--- src/rtl/rbs_pkg.sv ---
// Purpose: constants and types for the reset, boot and shutdown sequencer
// Assumes: 50 MHz system clock, slow oscillator tick generated by a divider
// Notes:   all timing figures kept in their printed units
package rbs_pkg;
  localparam int unsigned CLOCK_HZ        = 50_000_000;
  localparam int unsigned SLOW_OSC_HZ     = 20_000;
  localparam int unsigned FAST_OSC_HZ     = 12_000_000;
  localparam int unsigned RESET_DELAY_MS  = 50;
  localparam int unsigned SLOW_DIV_CYCLES = CLOCK_HZ / SLOW_OSC_HZ;
  localparam int unsigned DELAY_TICKS     = (RESET_DELAY_MS * SLOW_OSC_HZ) / 1000;
  localparam int unsigned DIV_W           = 12;
  localparam int unsigned TICK_W          = 11;
  localparam int unsigned PIN_COUNT       = 32;
  localparam int unsigned EEPROM_CLK_IDX  = 28;
  localparam int unsigned EEPROM_DAT_IDX  = 29;
  localparam int unsigned HOST_TX_IDX     = 30;
  localparam int unsigned HOST_RX_IDX     = 31;
  localparam logic [PIN_COUNT-1:0] BOOT_PIN_MASK = 32'hf000_0000;

  typedef enum logic [2:0] {
    RBS_SHUTDOWN,
    RBS_DELAY,
    RBS_HOST_CHECK,
    RBS_EEPROM_LOAD,
    RBS_RUN
  } rbs_state_type;

  // boot loader handshake from the processor 0 firmware
  typedef struct packed {
    logic host_seen;
    logic host_done;
    logic host_loaded;
    logic host_suspend;
    logic eeprom_done;
    logic eeprom_found;
  } rbs_boot_type;

  // per-processor and pin control toward the core
  typedef struct packed {
    logic [7:0]           cog_enable;
    logic                 run_loader;
    logic                 run_interp;
    logic                 boot_pins;
    logic                 fast_osc;
    logic                 clock_run;
  } rbs_ctrl_type;
endpackage : rbs_pkg

--- src/rtl/rbs_sequencer.sv ---
// Purpose: chip reset, boot order and shutdown sequencing
// Assumes: pin inputs synchronous to clock; loader firmware reports on boot_status
// Notes:   pin drive is gated here; the core supplies its normal pin outputs
module rbs_sequencer
  import rbs_pkg::*;
#(
  // defaults give the full 50 ms; smaller values only shorten simulation
  parameter int unsigned DELAY_COUNT = DELAY_TICKS,
  parameter int unsigned SLOW_DIVIDE = SLOW_DIV_CYCLES
)
(
  input  wire logic                 clock,
  input  wire logic                 reset,
  input  wire logic                 chip_reset_low_in,
  output logic                      chip_reset_low_out,
  output logic                      chip_reset_low_oe,
  input  wire logic                 brownout_detect_enable_low,
  input  wire logic                 supply_below_threshold,
  input  wire logic                 reboot_request,
  input  wire rbs_boot_type         boot_status,
  input  wire logic [PIN_COUNT-1:0] core_pin_out,
  input  wire logic [PIN_COUNT-1:0] core_pin_oe,
  input  wire logic                 eeprom_clock_pin_out,
  input  wire logic                 eeprom_clock_pin_oe,
  input  wire logic                 eeprom_data_pin_out,
  input  wire logic                 eeprom_data_pin_oe,
  input  wire logic                 host_transmit_pin_out,
  input  wire logic [PIN_COUNT-1:0] pin_in,
  output logic [PIN_COUNT-1:0]      pin_out,
  output logic [PIN_COUNT-1:0]      pin_oe,
  output logic                      host_receive_pin,
  output logic                      eeprom_data_pin_in,
  output rbs_ctrl_type              ctrl
);

  rbs_state_type         state_q, state_d;
  logic [DIV_W-1:0]      div_q;
  logic [TICK_W-1:0]     ticks_q;
  logic                  shutdown_cause;
  logic                  slow_tick;
  logic                  delay_done;
  logic                  boot_phase;
  logic [PIN_COUNT-1:0]  boot_out;
  logic [PIN_COUNT-1:0]  boot_oe;
  logic                  brownout_on;

  // weak high monitor drive; external low still wins on the wire
  assign brownout_on        = !brownout_detect_enable_low;
  assign chip_reset_low_out = 1'b1;
  assign chip_reset_low_oe  = brownout_on;

  assign shutdown_cause = (brownout_on && supply_below_threshold)
                        || !chip_reset_low_in || reboot_request;

  assign slow_tick  = (div_q == DIV_W'(SLOW_DIVIDE - 1));
  assign delay_done = slow_tick && (ticks_q == TICK_W'(DELAY_COUNT - 1));

  always_ff @(posedge clock) begin
    if (reset || state_q != RBS_DELAY || slow_tick) begin
      div_q <= '0;
    end else begin
      div_q <= div_q + DIV_W'(1);
    end
  end

  // counting runs on the slow oscillator rate; any fault starts it over
  always_ff @(posedge clock) begin
    if (reset || state_q != RBS_DELAY || shutdown_cause) begin
      ticks_q <= '0;
    end else if (slow_tick) begin
      ticks_q <= ticks_q + TICK_W'(1);
    end
  end

  always_comb begin
    state_d = state_q;
    case (state_q)
      RBS_SHUTDOWN:    if (!shutdown_cause) state_d = RBS_DELAY;
      RBS_DELAY:       if (shutdown_cause) state_d = RBS_SHUTDOWN;
                       else if (delay_done) state_d = RBS_HOST_CHECK;
      RBS_HOST_CHECK:  if (shutdown_cause) state_d = RBS_SHUTDOWN;
                       else if (boot_status.host_seen) begin
                         if (boot_status.host_done) begin
                           state_d = (boot_status.host_loaded && !boot_status.host_suspend)
                                   ? RBS_RUN : RBS_SHUTDOWN;
                         end
                       end else if (boot_status.host_done) state_d = RBS_EEPROM_LOAD;
      RBS_EEPROM_LOAD: if (shutdown_cause) state_d = RBS_SHUTDOWN;
                       else if (boot_status.eeprom_done) begin
                         state_d = boot_status.eeprom_found ? RBS_RUN : RBS_SHUTDOWN;
                       end
      RBS_RUN:         if (shutdown_cause) state_d = RBS_SHUTDOWN;
      default:         state_d = RBS_SHUTDOWN;
    endcase
  end

  always_ff @(posedge clock) begin
    if (reset) begin
      state_q <= RBS_SHUTDOWN;
    end else begin
      state_q <= state_d;
    end
  end

  assign boot_phase      = (state_q == RBS_HOST_CHECK) || (state_q == RBS_EEPROM_LOAD);
  assign ctrl.clock_run  = (state_q != RBS_SHUTDOWN);
  assign ctrl.fast_osc   = boot_phase || (state_q == RBS_RUN);
  assign ctrl.cog_enable = boot_phase ? 8'h01 : (state_q == RBS_RUN ? 8'hff : 8'h00);
  assign ctrl.run_loader = boot_phase;
  assign ctrl.run_interp = (state_q == RBS_RUN);
  assign ctrl.boot_pins  = boot_phase;

  // boot loader owns pins 28 to 31 only while booting
  always_comb begin
    boot_out = '0;
    boot_oe  = '0;
    boot_out[EEPROM_CLK_IDX] = eeprom_clock_pin_out;
    boot_oe[EEPROM_CLK_IDX]  = eeprom_clock_pin_oe;
    boot_out[EEPROM_DAT_IDX] = eeprom_data_pin_out;
    boot_oe[EEPROM_DAT_IDX]  = eeprom_data_pin_oe;
    boot_out[HOST_TX_IDX]    = host_transmit_pin_out;
    boot_oe[HOST_TX_IDX]     = 1'b1;
  end

  // pins float outside boot and run, including shutdown and the delay
  assign pin_out = boot_phase ? boot_out
                 : (state_q == RBS_RUN ? core_pin_out : '0);
  assign pin_oe  = boot_phase ? boot_oe
                 : (state_q == RBS_RUN ? core_pin_oe : '0);
  assign host_receive_pin   = pin_in[HOST_RX_IDX];
  assign eeprom_data_pin_in = pin_in[EEPROM_DAT_IDX];
endmodule : rbs_sequencer

--- config.mk ---
export PLATFORM = sky130hd
export DESIGN_NAME = rbs_sequencer
export DESIGN_NICKNAME = d
export VERILOG_FILES = /design/src/rtl/rbs_pkg.sv /design/src/rtl/rbs_sequencer.sv
export SDC_FILE = /design/constraint.sdc
export NUM_CORES = 1
export LEC_CHECK = 0
export ABC_AREA = 0
export BUFFER_PORTS_ARGS = -buffer_cell sky130_fd_sc_hd__clkbuf_2
export CAP_MARGIN = 20
export CORE_AREA = 2 2 76 78
export DETAILED_ROUTE_END_ITERATION = 10
export DIE_AREA = 0 0 78 80
export GPL_TIMING_DRIVEN = 0
export PLACE_DENSITY = 0.79
export SKIP_LAST_GASP = 1
export SLEW_MARGIN = 20
export SYNTH_ARGS = -nofsm -noshare
export SYNTH_HDL_FRONTEND = slang
export SYNTH_SLANG_ARGS = --single-unit
--- constraint.sdc ---
create_clock -name clock -period 2.3 [get_ports clock]
set_input_delay 0.23 -clock clock [delete_from_list [all_inputs] [get_ports clock]]
set_output_delay 0.23 -clock clock [all_outputs]
set_load 0.01 [all_outputs]
==> insert_results.sql <==
INSERT INTO impl_metrics (metric_group, metric, value, unit) VALUES
('finish', 'final_design_area_no_fill', '0.002788', 'mm²'),
('power', 'seq_power_share', '49.3', '%'),
('finish', 'filler_cells', '527', ''),
('finish', 'layout-drive-gt1-share', '45.07', '%'),
('floorplanning', 'floorplan.io_pins', '194', ''),
('yosys', 'postSynthNetCount', '357', ''),
('clock_tree', 'cts-buffers-inserted', '3', ''),
('timing', 'setup_viols_final', '0', ''),
('yosys', 'synth_largest_area_cell', 'sky130_fd_sc_hd__dfxtp_1', ''),
('min_path', 'min-delay-path-class', 'primary input to flip-flop', ''),
('global_route', 'grt_pass1_vias', '2001', ''),
('detailed_routing', 'postRouteWirelength', '6.627', 'mm'),
('global_route', 'grt_first_pass_wirelength', '9.915', 'mm'),
('global_route', 'maximum_number_of_pins_on_one_net_before_global_route_repair', '15', ''),
('floorplanning', 'die_w', '78', 'µm'),
('clock_tree', 'cts_tree', 'yes', ''),
('power', 'power.ir.vdd_worst', '0.0002365', 'V'),
('detailed_routing', 'post_route_drc_violation_count', '0', ''),
('timing', 'max_freq', '466.3', 'MHz'),
('power', 'pwr-share-comb', '19.5', '%'),
('clock_tree', 'clkLatencyLatePin', '0.27', 'ns'),
('timing', 'finalClockSkew', '0.003275', 'ns'),
('worst_setup_path', 'cp_slowest_cell', 'sky130_fd_sc_hd__dfxtp_1', ''),
('worst_setup_path', 'timing.critical_path.cells', 'buf_6 > nor3b_4 > clkbuf_2 > clkbuf_1 > and2_1 > clkbuf_2', ''),
('power', 'cell_internal_pwr', '0.7088', 'mW'),
('worst_setup_path', 'timing.setup.critical_path_class', 'flip-flop to output port', ''),
('timing', 'timing.final.max_slew_violations', '0', ''),
('detailed_routing', 'detail_route.vias_per_cell', '4.701', ''),
('power', 'proportion_of_total_power_due_to_net_switching', '25.68', '%'),
('timing', 'post-route-period-util', '93.23', '%'),
('global_route', 'grt-ovfl-total', '0', ''),
('timing', 'min_cycle_time_layout', '2.144', 'ns'),
('detailed_routing', 'drtPass1Iterations', '4', ''),
('detailed_routing', 'drtIter0Drc', '73', ''),
('finish', 'num_antenna_cells', '0', ''),
('yosys', 'synth-seq-area-share', '28.34', '%'),
('power', 'power.density_cell_area', '342.1', 'mW/mm²'),
('clock_tree', 'cts_hold_buffers', '0', ''),
('detailed_routing', 'final_antenna_net_count', '0', ''),
('yosys', 'ys_warn_count', '0', ''),
('worst_setup_path', 'setup_crit_start_kind', 'flip-flop', ''),
('floorplanning', 'start_util', '33.98', '%'),
('worst_setup_path', 'critical_path.endpoint_type', 'output port', ''),
('clock_tree', 'clock_sink_count', '26', ''),
('run_status', 'status', 'finished clean', ''),
('yosys', 'synth_area', '0.001837', 'mm²'),
('placed_design', 'dp.final_hpwl', '5.729', 'mm'),
('floorplanning', 'floorplan.rows', '27', ''),
('clock_tree', 'clockRootBuffer', 'sky130_fd_sc_hd__clkbuf_8', ''),
('placed_design', 'gp_routability_congestion', '0.8379', ''),
('placed_design', 'placed_area', '0.002728', 'mm²'),
('yosys', 'synth.distinct_cells', '38', ''),
('yosys', 'synthTopCellsByArea', 'sky130_fd_sc_hd__dfxtp_1 (28%), sky130_fd_sc_hd__and2_1 (20%), sky130_fd_sc_hd__nor2_1 (5.7%)', ''),
('job', 'drv_cap', '0', ''),
('timing', 'rsz_0062_raised_after_global_routing', 'false', ''),
('clock_tree', 'postCtsSetupBuffers', '0', ''),
('yosys', 'yosysTopAreaCellShare', '28.34', '%'),
('placed_design', 'placement.io_buffers', '160', ''),
('timing', 'timing.final.hold_violations', '0', ''),
('global_route', 'antenna_found_initial', '0', ''),
('detailed_routing', 'vias', '2247', ''),
('clock_tree', 'htreeDepth', '1', ''),
('finish', 'layout_overhead_on_the_synthesized_area', '51.77', '%'),
('yosys', 'synthesized_netlist_cell_count', '242', ''),
('power', 'power.share.clock', '31.2', '%'),
('worst_setup_path', 'timing.critical_path.slowest_cell_delay', '0.33', 'ns'),
('worst_setup_path', 'worstPathMaxFanout', '10', ''),
('power', 'power.static_leakage', '1.441', 'nW'),
('detailed_routing', 'wl_per_cell', '13.86', 'µm'),
('worst_setup_path', 'timing.critical_path.mode_cell', 'sky130_fd_sc_hd__clkbuf_2', ''),
('timing', 'setup-tns-final', '0', 'ns');
[timing repair]
item | in CTS | in global routing
gates cloned | 0 | 0
endpoints found under the setup margin | 20 | 11
resized for setup | 2 | 4
[layout make-up]
class	count	area (µm²)	share of cell area (%)
buffer	27	158.9	5.700
timing repair buffer	160	800.8	28.73
inverter	1	3.754	0.1347
clock buffer	4	55.05	1.975
sequential	26	520.5	18.67
multi-input combinational	188	1159	41.56
tap	72	90.09	3.232
[final timing paths]
kind                       to  cells past startpoint        from  slack (ns)
hold reg to reg      div_q[0]                      1    div_q[0]        0.46
setup / recovery  pin_out[27]                      6  state_q[2]        0.16
hold / removal     state_q[2]                      2       reset        0.20
setup reg to reg   state_q[2]                      5    div_q[5]        0.33
[layout by cell type (no fill, tap or decap), types with 2 or more instances in the layout]
cell / n
sky130_fd_sc_hd__or3_1: 4
sky130_fd_sc_hd__and3_1: 2
sky130_fd_sc_hd__clkbuf_8: 4
sky130_fd_sc_hd__clkbuf_2: 164
sky130_fd_sc_hd__nor2_1: 28
sky130_fd_sc_hd__dfxtp_1: 26
sky130_fd_sc_hd__xor2_1: 10
sky130_fd_sc_hd__and4_1: 2
sky130_fd_sc_hd__nand3_1: 11
sky130_fd_sc_hd__and2_1: 59
sky130_fd_sc_hd__nor4b_1: 2
sky130_fd_sc_hd__o21ai_0: 4
sky130_fd_sc_hd__clkbuf_1: 10
sky130_fd_sc_hd__buf_4: 12
sky130_fd_sc_hd__nand3b_1: 2
sky130_fd_sc_hd__nor2b_1: 4
sky130_fd_sc_hd__nand2_1: 17
sky130_fd_sc_hd__ha_1: 2
sky130_fd_sc_hd__a22o_1: 5
sky130_fd_sc_hd__nor3b_1: 2
sky130_fd_sc_hd__a21oi_1: 4
sky130_fd_sc_hd__nand4_1: 5
sky130_fd_sc_hd__xnor2_1: 9
sky130_fd_sc_hd__nor3_1: 2
[sequential cells by signal (all words and copies together) (netlist names)]
register and cells:
ticks_q 11, state_q 3, div_q 12
[synth_stat cells, drive strengths merged]
cell,count
a211o,1
xnor2,9
and2,59
mux2i,1
nor3b,3
or4,1
a21oi,4
o21ai,4
inv,1
clkbuf,14
nor4,1
and4b,1
a31oi,1
nand3b,2
nand3,11
nand2b,1
or2,1
or3,4
buf,13
nor4b,2
conb,1
and3,2
nand2,17
nor3,2
a21o,1
xor2,10
nor2,28
dfxtp,26
nand4,5
o311a,1
a22o,5
a2111o,1
o41ai,1
nor2b,4
and4,2
ha,2
[logic make-up after synthesis]
logic type	synth area share, %
and+or+nand+nor	44.48
buffers and inverters	8.583
DFF	28.34
AOI/OAI and AO/OA	7.426
xor gates and xnor gates	9.060
adders and majority gates	1.362
other	0.2042
muxes	0.5450
[critical path: cells and delay by family, from the launching register on]
family	cells	cell delay [ns]
buffers and inverters	4	0.87
and+or+nand+nor	2	0.44
DFF	1	0.33
[through the flow]
step | setup WS [ns] | utilization [%] | total power [mW] | cells
floorplan | 0.4881 | - | 0.5676 | 242
CTS | 0.07492 | 51.53 | 0.9538 | 478
finish | 0.1556 | 51.57 | 0.9538 | 478
detailed placement | 0.2283 | 50.46 | 0.6654 | 474
global route | 0.01767 | 51.57 | 0.9914 | 478
global placement | 0.2489 | 50.46 | 0.6612 | 474
[power by group through the flow]
stage / Sequential, mW / Clock, mW / Combinational [mW]
after global routing: 0.472 / 0.316 / 0.203
after global placement: 0.480 / 0 / 0.181
after CTS: 0.471 / 0.298 / 0.185
final: 0.470 / 0.298 / 0.186
after detailed placement: 0.481 / 0 / 0.184
after floorplan: 0.478 / 0 / 0.0901
[metal layers]
metal | up-vias | wire [µm] | GRT usage [%] | share of wire (%)
li1 | 1113 | - | - | -
met1 | 1016 | 2918 | 27.93 | 44
met2 | 109 | 3037 | 32.50 | 46
met3 | 9 | 557 | 3.054 | 8.4
met4 | 0 | 114 | 6.842 | 1.7
met5 | - | 0 | 0 | 0
(Power assumes the default switching activity.)
